$ cat src/verilog/scs_defines.svh
// Offsets, field positions, codes and reset values of the clock select block
// Assumes inclusion by its bare name; definitions only
`ifndef SCS_DEFINES_SVH
`define SCS_DEFINES_SVH
`define SCS_OFF_REQ 12'h000
`define SCS_OFF_CUR 12'h004
`define SCS_OFF_HOLD 12'h008
`define SCS_OFF_RDY 12'h00C
`define SCS_OFF_EN 12'h010
`define SCS_OFF_FRQ 12'h014
`define SCS_SRC_EXT 3'h7
`define SCS_SRC_HF 3'h6
`define SCS_SRC_LF 3'h5
`define SCS_SRC_EXT_PLL 3'h2
`define SCS_SRC_HF_PLL 3'h1
`define SCS_CFG_HF32 3'h0
`define SCS_DIV_MAX 4'h9
`define SCS_DIV_HF_RST 4'h2
`define SCS_DIV_RST 4'h0
`define SCS_FRQ_HF_RST 3'h2
`define SCS_FRQ_HF32_RST 3'h6
`define SCS_FRQ_RSVD 3'h7
`define SCS_HOLD_BIT 7
`define SCS_DONE_BIT 4
`define SCS_NRDY_BIT 3
`define SCS_EN_MASK 8'hF4
`define SCS_ZERO8 8'h00
`endif

$ cat src/verilog/scs_pkg.sv
// Types shared by the clock select block
// Assumes the defines header is compiled alongside
package scs_pkg;
  typedef enum logic [1:0] {SCS_IDLE, SCS_WAIT, SCS_HELD} scs_state_t;
  typedef struct packed {
    logic [2:0] src;
    logic [3:0] div;
  } scs_sel_t;
endpackage

$ cat src/verilog/scs_apb_if.sv
// Register access carrier between APB front end and register core
// Assumes one clock domain
`timescale 1ns/10ps
interface scs_apb_if;
  logic wr;
  logic rd;
  logic [11:0] addr;
  logic [7:0] wdata;
  logic [7:0] rdata;
  logic hit;
  modport front (output wr, output rd, output addr, output wdata, input rdata, input hit);
  modport core (input wr, input rd, input addr, input wdata, output rdata, output hit);
endinterface

$ cat src/verilog/scs_apb_front.sv
// APB slave front end, zero wait state, flags unmapped addresses
// Assumes the register core decodes and returns hit
`timescale 1ns/10ps
module scs_apb_front (
  // APB
  input wire logic psel,
  input wire logic penable,
  input wire logic pwrite,
  input wire logic [11:0] paddr,
  input wire logic [31:0] pwdata,
  input wire logic [3:0] pstrb,
  output logic pready,
  output logic pslverr,
  output logic [31:0] prdata,
  // Core side
  scs_apb_if.front rif
);
  logic access;
  assign access = psel & penable;
  assign pready = 1'b1;
  assign pslverr = access & ~rif.hit;
  assign rif.addr = paddr;
  assign rif.wdata = pwdata[7:0];
  // Low byte lane must be enabled for a write to land
  assign rif.wr = access & pwrite & pstrb[0];
  assign rif.rd = access & ~pwrite;
  assign prdata = rif.rd ? {24'h00_0000, rif.rdata} : 32'h0000_0000;
endmodule

$ cat src/verilog/scs_top.sv
// System clock source and postscaler select registers with switch sequencing
// Assumes oscillator ready inputs synchronous to MCLK; config fields stable
//
// Contract
// - Request source codes map to clock sources
// - Divider codes 0-9 divide by powers of two
// - Reserved source writes discarded whole
// - Switch disabled makes request register read-only
// - Request source resets from configured reset source
// - Divider resets 0010 for source 110
// - Current register shows source and divider used
// - Current fields reset equal to request
// - Hold suspends switch and raises flag
// - Hold clear at ready performs the switch
// - Switch done reads request equals current
// - New ready only while pending and ready
// - Ready flag per oscillator at fixed bits
// - PLL ready only when enabled, fed, locked
// - Manual enables force oscillators on, reset 0
// - Forced oscillators use configured mode, frequency
// - Frequency code selects fast oscillator rate
// - Frequency code resets from reset source config
// - Unimplemented bits read zero, ignore writes
// - Switch updates current, done, clears ready
// - Ready sets completion flag with new ready
`timescale 1ns/10ps
`include "scs_defines.svh"
module scs_top
  import scs_pkg::*;
(
  // Clock and reset
  input wire logic MCLK,
  input wire logic RST_N,
  // APB
  input wire logic PSEL,
  input wire logic PENABLE,
  input wire logic PWRITE,
  input wire logic [11:0] PADDR,
  input wire logic [31:0] PWDATA,
  input wire logic [3:0] PSTRB,
  output logic PREADY,
  output logic PSLVERR,
  output logic [31:0] PRDATA,
  // Configuration
  input wire logic [2:0] RESET_SOURCE_CONFIG,
  input wire logic SWITCH_ENABLE_CONFIG,
  input wire logic [2:0] EXT_OSC_MODE_CONFIG,
  // Oscillator status
  input wire logic EXT_OSC_READY,
  input wire logic FAST_INT_READY,
  input wire logic MID_INT_READY,
  input wire logic SLOW_INT_READY,
  input wire logic RC_OSC_READY,
  input wire logic PLL_ENABLED,
  input wire logic PLL_LOCKED,
  // Oscillator control
  output logic EXT_OSC_FORCE_ON,
  output logic [2:0] EXT_OSC_MODE,
  output logic FAST_INT_FORCE_ON,
  output logic [2:0] FAST_INT_FREQ_CODE,
  output logic MID_INT_FORCE_ON,
  output logic SLOW_INT_FORCE_ON,
  output logic RC_OSC_FORCE_ON,
  output logic [2:0] REQUESTED_SOURCE,
  // Clock multiplexer
  output logic [2:0] CURRENT_SOURCE,
  output logic [3:0] CURRENT_DIVIDER,
  output logic SWITCH_COMPLETE_FLAG
);
  scs_apb_if rif ();

  scs_apb_front u_front (
    .psel(PSEL),
    .penable(PENABLE),
    .pwrite(PWRITE),
    .paddr(PADDR),
    .pwdata(PWDATA),
    .pstrb(PSTRB),
    .pready(PREADY),
    .pslverr(PSLVERR),
    .prdata(PRDATA),
    .rif(rif)
  );

  scs_sel_t req_q, req_d;
  scs_sel_t cur_q, cur_d;
  logic hold_q, hold_d;
  logic [7:0] en_q, en_d;
  logic [2:0] frq_q, frq_d;
  logic flag_q, flag_d;
  logic nrdy_q, nrdy_d;
  logic init_q, init_d;
  scs_state_t st_q, st_d;
  logic pending;
  logic src_ready;
  logic pll_ready;
  logic pll_in_ready;
  logic [2:0] wsrc;
  logic wsrc_ok;
  logic [7:0] ready_flags;
  logic [7:0] rdata;
  logic hit;

  // PLL usable only with lock and a ready input
  always_comb begin
    unique case (req_q.src)
      `SCS_SRC_EXT_PLL: pll_in_ready = EXT_OSC_READY;
      default: pll_in_ready = FAST_INT_READY;
    endcase
  end
  assign pll_ready = PLL_ENABLED & PLL_LOCKED & pll_in_ready;

  always_comb begin
    unique case (req_q.src)
      `SCS_SRC_EXT: src_ready = EXT_OSC_READY;
      `SCS_SRC_HF: src_ready = FAST_INT_READY;
      `SCS_SRC_LF: src_ready = SLOW_INT_READY;
      `SCS_SRC_EXT_PLL: src_ready = pll_ready;
      `SCS_SRC_HF_PLL: src_ready = pll_ready;
      default: src_ready = 1'b0;
    endcase
  end

  assign pending = (req_q != cur_q);

  assign wsrc = rif.wdata[6:4];
  always_comb begin
    unique case (wsrc)
      `SCS_SRC_EXT, `SCS_SRC_HF, `SCS_SRC_LF, `SCS_SRC_EXT_PLL, `SCS_SRC_HF_PLL: wsrc_ok = 1'b1;
      default: wsrc_ok = 1'b0;
    endcase
  end

  assign ready_flags = {EXT_OSC_READY, FAST_INT_READY, MID_INT_READY, SLOW_INT_READY, 1'b0, RC_OSC_READY,
                        1'b0, pll_ready};

  // Register state and switch sequencing
  always_comb begin
    req_d = req_q;
    cur_d = cur_q;
    hold_d = hold_q;
    en_d = en_q;
    frq_d = frq_q;
    flag_d = 1'b0;
    nrdy_d = nrdy_q;
    init_d = 1'b0;
    st_d = st_q;
    if (init_q) begin
      // Catch configuration after reset release
      req_d.src = RESET_SOURCE_CONFIG;
      req_d.div = (RESET_SOURCE_CONFIG == `SCS_SRC_HF) ? `SCS_DIV_HF_RST : `SCS_DIV_RST;
      cur_d.src = RESET_SOURCE_CONFIG;
      cur_d.div = (RESET_SOURCE_CONFIG == `SCS_SRC_HF) ? `SCS_DIV_HF_RST : `SCS_DIV_RST;
      if (RESET_SOURCE_CONFIG == `SCS_SRC_HF) begin
        frq_d = `SCS_FRQ_HF_RST;
      end else if (RESET_SOURCE_CONFIG == `SCS_CFG_HF32) begin
        frq_d = `SCS_FRQ_HF32_RST;
      end
    end else begin
      if (rif.wr) begin
        unique case (rif.addr)
          `SCS_OFF_REQ: begin
            // Divider codes above 9 are reserved; stored as written
            if (SWITCH_ENABLE_CONFIG && wsrc_ok) begin
              req_d.src = wsrc;
              req_d.div = rif.wdata[3:0];
            end
          end
          `SCS_OFF_HOLD: hold_d = rif.wdata[`SCS_HOLD_BIT];
          `SCS_OFF_EN: en_d = rif.wdata & `SCS_EN_MASK;
          `SCS_OFF_FRQ: frq_d = rif.wdata[2:0];
          default: ;
        endcase
      end
      unique case (st_q)
        SCS_IDLE: begin
          nrdy_d = 1'b0;
          if (pending) begin
            st_d = SCS_WAIT;
          end
        end
        SCS_WAIT: begin
          if (!pending) begin
            st_d = SCS_IDLE;
          end else if (src_ready) begin
            flag_d = 1'b1;
            if (hold_q) begin
              nrdy_d = 1'b1;
              st_d = SCS_HELD;
            end else begin
              cur_d = req_q;
              nrdy_d = 1'b0;
              st_d = SCS_IDLE;
            end
          end
        end
        SCS_HELD: begin
          nrdy_d = src_ready & pending;
          if (!pending) begin
            nrdy_d = 1'b0;
            st_d = SCS_IDLE;
          end else if (!src_ready) begin
            st_d = SCS_WAIT;
          end else if (!hold_q) begin
            cur_d = req_q;
            nrdy_d = 1'b0;
            st_d = SCS_IDLE;
          end
        end
      endcase
    end
  end

  always_ff @(posedge MCLK or negedge RST_N) begin
    if (!RST_N) begin
      req_q <= '0;
      cur_q <= '0;
      hold_q <= 1'b0;
      en_q <= `SCS_ZERO8;
      frq_q <= `SCS_FRQ_HF_RST;
      flag_q <= 1'b0;
      nrdy_q <= 1'b0;
      init_q <= 1'b1;
      st_q <= SCS_IDLE;
    end else begin
      req_q <= req_d;
      cur_q <= cur_d;
      hold_q <= hold_d;
      en_q <= en_d;
      frq_q <= frq_d;
      flag_q <= flag_d;
      nrdy_q <= nrdy_d;
      init_q <= init_d;
      st_q <= st_d;
    end
  end

  // Read mux; unimplemented bits zero
  always_comb begin
    rdata = `SCS_ZERO8;
    hit = 1'b1;
    unique case (rif.addr)
      `SCS_OFF_REQ: rdata = {1'b0, req_q.src, req_q.div};
      `SCS_OFF_CUR: rdata = {1'b0, cur_q.src, cur_q.div};
      `SCS_OFF_HOLD: begin
        rdata[`SCS_HOLD_BIT] = hold_q;
        rdata[`SCS_DONE_BIT] = ~pending;
        rdata[`SCS_NRDY_BIT] = nrdy_q & pending;
      end
      `SCS_OFF_RDY: rdata = ready_flags;
      `SCS_OFF_EN: rdata = en_q;
      `SCS_OFF_FRQ: rdata = {5'h00, frq_q};
      default: hit = 1'b0;
    endcase
  end
  assign rif.rdata = rdata;
  assign rif.hit = hit;

  // Oscillator controls
  assign EXT_OSC_FORCE_ON = en_q[7];
  assign FAST_INT_FORCE_ON = en_q[6];
  assign MID_INT_FORCE_ON = en_q[5];
  assign SLOW_INT_FORCE_ON = en_q[4];
  assign RC_OSC_FORCE_ON = en_q[2];
  assign EXT_OSC_MODE = EXT_OSC_MODE_CONFIG;
  assign FAST_INT_FREQ_CODE = frq_q;
  assign REQUESTED_SOURCE = req_q.src;
  assign CURRENT_SOURCE = cur_q.src;
  assign CURRENT_DIVIDER = cur_q.div;
  assign SWITCH_COMPLETE_FLAG = flag_q;
endmodule

$ cat config.mk
export PLATFORM = sky130hd
export DESIGN_NAME = scs_top
export DESIGN_NICKNAME = d
export VERILOG_FILES = /design/src/verilog/scs_pkg.sv /design/src/verilog/scs_apb_if.sv /design/src/verilog/scs_apb_front.sv /design/src/verilog/scs_top.sv
export VERILOG_INCLUDE_DIRS = /design/src /design/src/verilog
export SDC_FILE = /design/constraint.sdc
export NUM_CORES = 1
export LEC_CHECK = 0
export CORE_MARGIN = 1
export CORE_UTILIZATION = 40
export DETAILED_ROUTE_END_ITERATION = 8
export DONT_BUFFER_PORTS = 1
export PLACE_DENSITY_LB_ADDON = 0.3
export SLEW_MARGIN = 40
export SYNTH_ARGS = -nofsm -noshare
export SYNTH_HDL_FRONTEND = slang
export SYNTH_SLANG_ARGS = --single-unit
export TNS_END_PERCENT = 10
$ cat constraint.sdc
create_clock -name MCLK -period 5.4 [get_ports MCLK]
set_input_delay 0.81 -clock MCLK [delete_from_list [all_inputs] [get_ports MCLK]]
set_output_delay 0.81 -clock MCLK [all_outputs]
set_load 0.01 [all_outputs]
==> Yosys cells after proc, flatten, opt, wreduce, memory -nomap -nowiden <==
Cells that the tools add are included.
{ "word_totals": {"reg_bits": 28, "in_bits": 67} }
{ "classes": {"eq_ne": 26, "muxes": 43, "n_reduce_logical": 22, "bitwise_logic": 13} }
{ "ops": {"columns": ["operator", "count"], "rows": [
  ["2-to-1 mux 7 bit", 9],
  ["== test 12 x 4 -> 1 bit (second input constant)", 2],
  ["== test 12 x 5 -> 1 bit (second input constant)", 2],
  ["== test 3 bit (second input constant)", 7],
  ["2-to-1 mux 2 bit", 8],
  ["2-to-1 mux 3 bit", 5],
  ["case mux 3 bit (5 select lines)", 1],
  ["AND reduction 3 bit", 5],
  ["nonzero test 2 bit", 7],
  ["2-to-1 mux 1 bit", 13],
  ["== test 12 x 3 -> 1 bit (second input constant)", 1],
  ["logical NOT 12 bit", 1],
  ["case mux 2 bit (5 select lines)", 1],
  ["AND 1 bit", 9],
  ["2-to-1 mux 8 bit", 1],
  ["case mux 2 bit (4 select lines)", 1],
  ["AND reduction 4 bit", 2],
  ["inequality test 7 bit", 1],
  ["== test 3 x 1 -> 1 bit (second input constant)", 2],
  ["== test 3 x 2 -> 1 bit (second input constant)", 2],
  ["inequality test 2 bit (second input constant)", 3],
  ["case mux 1 bit (3 select lines)", 2],
  ["case mux 2 bit (3 select lines)", 1],
  ["OR reduction 6 bit", 1],
  ["other kinds (13)", 17]
]} }

==> Depth between registers and ports, before layout <==
Gate-level depths: netlist (run 1).
{ "logic_depth": {"depth_word": 9, "depth_mapped": 8} }

==> Cells and area by module <==
Synthesis (run 1) repeated with hierarchy kept, for this count alone.
{ "hier_totals": {"cells_unflattened": 272, "hier_area_um2": 2342.2} }
{ "by_module_without_submodules": {"columns": ["module", "n_inst", "area_each_um2", "cells_per_inst"], "rows": [
  ["scs_top", 1, 1874.3, 212],
  ["scs_apb_front", 1, 467.9, 60]
]} }

==> Least setup slack after synthesis (run 1) <==
OpenSTA, ideal clock, no wires.
{ "synth_timing": {"path_kind": "input to output", "start": "input PADDR[7]", "end": "output PRDATA[7]", "t_required_ns": 4.590, "arrival_ns": 2.363, "stages": 6, "path_slack_ns": 2.227, "path_cell_list": "or4_4 -> nor4_2 -> buf_4 -> and3_1 -> a222oi_1 -> nor3_1"} }
{ "synth_via": {"elab_chain_cells": 3} }
{ "synth_lines": {"columns": ["item", "line", "source"], "rows": [
  ["from (decl)", "scs_top.sv:38", "input wire logic [11:0] PADDR,"],
  ["== test 12 x 5 -> 1 bit / == test 12 x 4 -> 1 bit (equally long branches)", "scs_top.sv:242", "unique case (rif.addr)"],
  ["case mux 1 bit (3 select lines) *", "scs_top.sv:242", null],
  ["2-to-1 mux 8 bit *", "scs_apb_front.sv:27", "assign prdata = rif.rd ? {24'h00_0000, rif.rdata} : 32'h0000_0000;"],
  ["to (decl)", "scs_top.sv:43", "output logic [31:0] PRDATA,"]
]} }
Mark *: on every way between the ends. The rest lies on a longest branch, timed or not.

==> Worst setup path in the final report (run 1) <==
Same ends and word-level chain as after synthesis.

==> impl_metrics.yaml, run 1 <==
run_status:
  outcome: "completed"
place:
  place_congestion: 0.859
  post-dp-hpwl_mm: 4.12
  portBuffers: 0
worst_setup_path:
  critPathLaunch: "PADDR[7]"
  r2r-start: "REQUESTED_SOURCE[2]$_DFFE_PN0P_"
  cp_max_fo: 11
  cp-end-kind: "output port"
  crit_end: "PRDATA[7]"
  start_kind: "input port"
  cp.arrival_ns: 2.50
  r2r-end: "CURRENT_DIVIDER[1]$_DFFE_PN0P_"
  reg2reg_depth: 6
  worstPathRequired_ns: 4.59
  crit_type: "in2out"
  rrSetupSlack_ns: 2.96
cts:
  ctsResizeCount: 0
  cts-root-buf: "clkbuf_8"
  numCtsBuffers: 3
  htreeDepth: 1
  clk_pin_slew_worst_paths_ns: 0.10
  cts_tree: "done"
  clk_latency_ns: 0.27
  cts_setup_buffers: 0
  cts.sinks: 28
  cts.path.max_buffers: 2
  cts_hold_buf: 0
grt:
  grt_pass1_wl_mm: 8.41
  grt_pass1_vias: 1627
  grt_antenna_before_repair: 0
  grt.overflow.total: 0
  grt_usage_pct: 18.2
  grt_max_degree: 29
logic_synthesis:
  yosys.cell_types.count: 57
  yosys.cell_count.top_type: "buf_4"
  netlist_area_mm2: 0.00221
  netlist_top_cells_area: "dfrtp_1 (29%), buf_4 (12%), mux2i_1 (5.9%)"
  ys_seq_area_share_pct: 31.8
  async_flop_share_pct: 100
  ys.flop_type: "dfrtp_1"
  synthCells: 252
  synth_enable_flop_cells: 0
  ys_top_cells_by_count: "buf_4 (34), dfrtp_1 (26), nand2_1 (24)"
  synth-seq-cells: 28
  yosysTopAreaCell: "dfrtp_1"
  avgSynthCellArea_um2: 8.76
  synth_top_cell_area_share_pct: 29.5
  synth_warnings: 0
floorplan:
  die-area_mm2: 0.00582
  rows: 26
  chipWidth_um: 76.3
  die-height_um: 76.3
  core_area_mm2: 0.00520
  initial_core_util_pct: 42.4
  pin_count: 123
route:
  drc: 0
  dr.pass1.iters: 4
  vias: 1710
  drt_iter0_markers: 135
  via_per_inst: 5.53
  antenna_left: 0
  wl_mm: 5.31
  wl_per_cell_um: 17.2
flow_run:
  drv_cap: 0
power_and_ir_drop:
  power_density_mw_per_mm2: 234
  peakVddDrop_v: 0.000186
  power.leakage_nw: 0.925
sta:
  final.setup.tns_ns: 0
  slew_viol_final: 0
  tightest_slew_ns: 0.578
  layout_min_cycle_time_ns: 3.31
  min_period_over_period_pct: 61.2
  rsz0062_at_grt: "no"
  fmax_mhz: 303
  finalSetupViolations: 0
  hold_violations: 0
  fin_skew_ns: 0.00467
  relSlewSlack_pct: 60.9
layout:
  fillers: 546
  fin_util_pct: 41.3
  antenna_cells: 0
  nets: 310
  area_growth_pct: -2.66
  drive_above_1_share_pct: 8.79
worst_hold_path:
  min_path_type: "in2async"
## flip-flops by register name (all words and copies together) (netlist names)
name and count:
en_q 5, CURRENT_DIVIDER 4, req_q 4, CURRENT_SOURCE 3, FAST_INT_FREQ_CODE 3, REQUESTED_SOURCE 3, st_q 2, SWITCH_COMPLETE_FLAG 1
hold_q 1, init_q 1, nrdy_q 1
## layout by cell type (no fill, tap or decap), types with 2 or more instances in the layout
master | synthesis | final
dfstp_2 | 2 | 2
mux2i_1 | 13 | 13
a31oi_1 | 2 | 2
a22oi_1 | 7 | 7
dfrtp_1 | 26 | 26
a21oi_1 | 16 | 16
a311oi_1 | 2 | 2
xor2_1 | 4 | 4
inv_1 | 8 | 8
conb_1 | 2 | 26
ha_1 | 3 | 3
nand3_1 | 5 | 5
and2_1 | 3 | 3
clkbuf_8 | 0 | 4
o22ai_1 | 2 | 2
a211oi_1 | 2 | 2
o21ai_0 | 10 | 10
nand4_1 | 4 | 4
a22o_1 | 3 | 3
a222oi_1 | 2 | 2
nor4_2 | 2 | 2
nand2b_1 | 4 | 4
nor4b_1 | 2 | 2
nor2_1 | 21 | 21
xnor2_1 | 4 | 4
and3_1 | 6 | 6
mux2_4 | 5 | 5
nand2_1 | 24 | 24
## layer usage
metal | routed length, um | GRT usage [%] | vias up
met4 | 42 | 3.08 | 0
li1 | - | - | 820
met1 | 2310 | 24.5 | 811
met2 | 2450 | 28.6 | 75
met3 | 504 | 6.11 | 4
met5 | 0 | 0 | -
## layout make-up
type	instances	area (um^2)	area share, %
Clock buffer	4	55.1	2.56
Inverter	8	30.0	1.40
Multi-Input combinational cell	198	1270	58.9
Sequential cell	28	703	32.7
Tap cell	70	87.6	4.07
Timing Repair Buffer	1	7.51	0.349
## metrics by stage
step                area (um^2)  worst slack, ns  cells  hold slack [ns]  power, mW
finish                     2150             2.09    309            0.216      0.504
global route               2150             1.97    309            0.188      0.532
global placement           2090             2.11    305            0.515      0.373
CTS                        2150             2.09    309            0.209      0.507
floorplan                  2300             2.23    276            0.479      0.372
detailed placement         2090             2.09    305            0.515      0.375
## worst max-delay path, stage by stage
cell,delay [ns]
or4_4,0.54
nor4_2,0.23
buf_4,0.21
and3_1,0.26
a222oi_1,0.13
nor3_1,0.31
## how the worst min path moves through the flow
stage | start | to | slack, ns | cells past startpoint
floorplan | nrdy_q$_DFFE_PN0P_ | nrdy_q$_DFFE_PN0P_ | 0.48 | 2
finish | RST_N | CURRENT_SOURCE[0]$_DFFE_PN0P_ | 0.22 | 0
detailed placement | RST_N | FAST_INT_FREQ_CODE[0]$_DFFE_PN0P_ | 0.52 | 0
CTS | RST_N | en_q[4]$_DFFE_PN0P_ | 0.21 | 0
global placement | RST_N | FAST_INT_FREQ_CODE[2]$_DFFE_PN0P_ | 0.52 | 0
global route | RST_N | hold_q$_DFFE_PN0P_ | 0.19 | 0
## cells by family after synthesis
kind of cell	synth area share [%]
AOI/OAI and AO/OA	18.4
xor gates and xnor gates	3.17
adders and majority gates	1.70
buffers and inverters	14.9
DFF	31.8
muxes	9.80
other	0.340
and+or+nand+nor	19.8
## power breakdown
| part | total [mW] | switching [mW] | internal [mW] | leakage [nW] |
|---|---|---|---|---|
| Combinational | 0.111 | 0.0653 | 0.0460 | 0.539 |
| Clock | 0.131 | 0.0659 | 0.0653 | 0.0288 |
| Sequential | 0.261 | 0.0336 | 0.228 | 0.357 |
| Total | 0.504 | 0.165 | 0.339 | 0.925 |
Power figures use the tool's default switching activity.
==> run 2: changes to the inputs <==
clock period = 2.9 ns   (was 5.4 ns; I/O delays follow)
==> run 2 against run 1 <==
Die area stayed put. Via count grew 1.8%. Sequential cell count is the same. Critical path type is now reg2out. Critical endpoint is now PRDATA[4].
==> impl_metrics.yaml, run 2 (synthesis results as in run 1) <==
run_status:
  outcome: "completed"
worst_setup_path:
  critPathLaunch: "CURRENT_SOURCE[2]$_DFFE_PN0P_"
  cp-end-kind: "output port"
  r2r-start: "REQUESTED_SOURCE[1]$_DFFE_PN0P_"
  start_kind: "flip-flop"
  cp.arrival_ns: 2.12
  worstPathRequired_ns: 2.47
  crit_type: "reg2out"
  cp_max_fo: 4
route:
  met2WireLength_mm: 2.53
  wl_per_cell_um: 17.4
  drc: 0
  antenna_left: 0
  met3_length_um: 506
  vias: 1741
  top_layer: "met4"
  wl_mm: 5.48
  met1Wirelength_mm: 2.39
  via_per_inst: 5.53
  drt_iter0_markers: 148
  dr.pass1.iters: 4
place:
  place_area_mm2: 0.00212
  dp_slack_ns: 0.473
  portBuffers: 0
  place_congestion: 0.851
  post-dp-hpwl_mm: 4.20
cts:
  htreeDepth: 1
  clk_latency_ns: 0.28
  cts_tree: "done"
  clk_pin_slew_worst_paths_ns: 0.10
  cts-root-buf: "clkbuf_8"
  numCtsBuffers: 3
  cts.sinks: 28
  cts.path.max_buffers: 2
worst_hold_path:
  min_path_type: "in2reg"
  min-delay-start: "PWDATA[5]"
power_and_ir_drop:
  peakVddDrop_v: 0.000267
  power.leakage_nw: 0.951
  p_sw_share_pct: 34.1
  power_density_mw_per_mm2: 425
  p_int_mw: 0.616
  p_clk_share_pct: 23.9
  pwr-share-comb_pct: 24.8
  p_switching_mw: 0.319
  p_seq_share_pct: 51.2
floorplan:
  die-height_um: 76.3
  core_area_mm2: 0.00520
  die-area_mm2: 0.00582
  initial_core_util_pct: 42.4
  chipWidth_um: 76.3
  rows: 26
  pin_count: 123
layout:
  regMostFlops: "en_q"
  area_growth_pct: -0.397
  nets: 316
  final_area_mm2: 0.00220
  largest_reg_flops: 5
  fin_util_pct: 42.3
  drive_above_1_share_pct: 10.2
  antenna_cells: 0
  mostFrequentLayoutCells: "dfrtp_1 (26), conb_1 (26), nand2_1 (24)"
grt:
  grt_antenna_before_repair: 0
  grt.overflow.total: 0
  grt_max_degree: 29
  grt_pass1_wl_mm: 8.86
  grt_usage_pct: 19.1
  grt_pass1_vias: 1671
sta:
  holdWs_ns: 0.257
  slew_viol_final: 0
  fin_skew_ns: 0.00943
  final.setup.tns_ns: 0
  rsz0062_at_grt: "no"
  layout_min_cycle_time_ns: 2.55
  fmax_mhz: 392
  hold_violations: 0
  min_period_over_period_pct: 88.0
  setup_slack_ns: 0.348
  tightest_slew_ns: 0.536
  relSlewSlack_pct: 63.7
  finalSetupViolations: 0
flow_run:
  drv_cap: 0
==> run 2: cell types whose count changed in the layout (fill, tap and decap cells not counted) <==
cell,previous run,this run
dlygate4sd3_1,0,1
clkbuf_8,4,3
buf_12,0,1
buf_4,1,5
clkbuf_1,0,1
==> run 2: worst max-delay path, stage by stage, from the launching register on <==
cell and delay, ns:
dfrtp_1 0.47, xor2_1 0.21, nor4_2 0.34, nand4_1 0.22
o21ai_0 0.26, a222oi_1 0.12, nor2_1 0.22
==> run 2: through the flow <==
stage	instances	total power, mW
6_report	315	0.935
5_1_grt	315	0.989
4_1_cts	314	0.939
3_5_place_dp	308	0.701
3_3_place_gp	308	0.697
2_1_floorplan	276	0.694
==> run 2: area by class of cell <==
cell class	count	area, um^2
inverters	8	30.0
multi-input cells	198	1270
fillers	550	3010
flip-flops and latches	28	703
repair buffers	7	67.6
well taps	70	87.6
clock buffers	4	45.0
==> run 2: power by group through the flow <==
stage | sequential, mW | combinational [mW] | clock [mW]
finish | 0.479 | 0.232 | 0.224
global route | 0.485 | 0.258 | 0.246
CTS | 0.480 | 0.228 | 0.232
detailed placement | 0.487 | 0.214 | 0
global placement | 0.486 | 0.210 | 0
floorplan | 0.466 | 0.228 | 0
==> run 2: worst paths after layout <==
| check | end | slack [ns] | cells after the start |
|---|---|---|---|
| max | PRDATA[4] | 0.35 | 6 |
| min | REQUESTED_SOURCE[0]$_DFFE_PN0P_ | 0.26 | 1 |
| max reg2reg | CURRENT_SOURCE[1]$_DFFE_PN0P_ | 0.60 | 6 |
| min reg2reg | FAST_INT_FREQ_CODE[1]$_DFFE_PN1P_ | 0.54 | 2 |
| max in group asynchronous | init_q$_DFF_PN1_ | 2.05 | 2 |
| min in group asynchronous | st_q[1]$_DFFE_PN0P_ | 0.61 | 2 |
==> run 2: metal layers <==
layer | vias up | global-route usage, %
li1 | 827 | -
met1 | 827 | 26.3
met2 | 83 | 29.2
met3 | 4 | 6.35
met4 | 0 | 4.04
met5 | - | 0
==> run 2: timing repair <==
action,CTS,global route
resized for setup,0,0
setup buffers,0,1
hold buffers,2,0
endpoints found under the hold margin,28,0
endpoints found under the setup margin,0,1
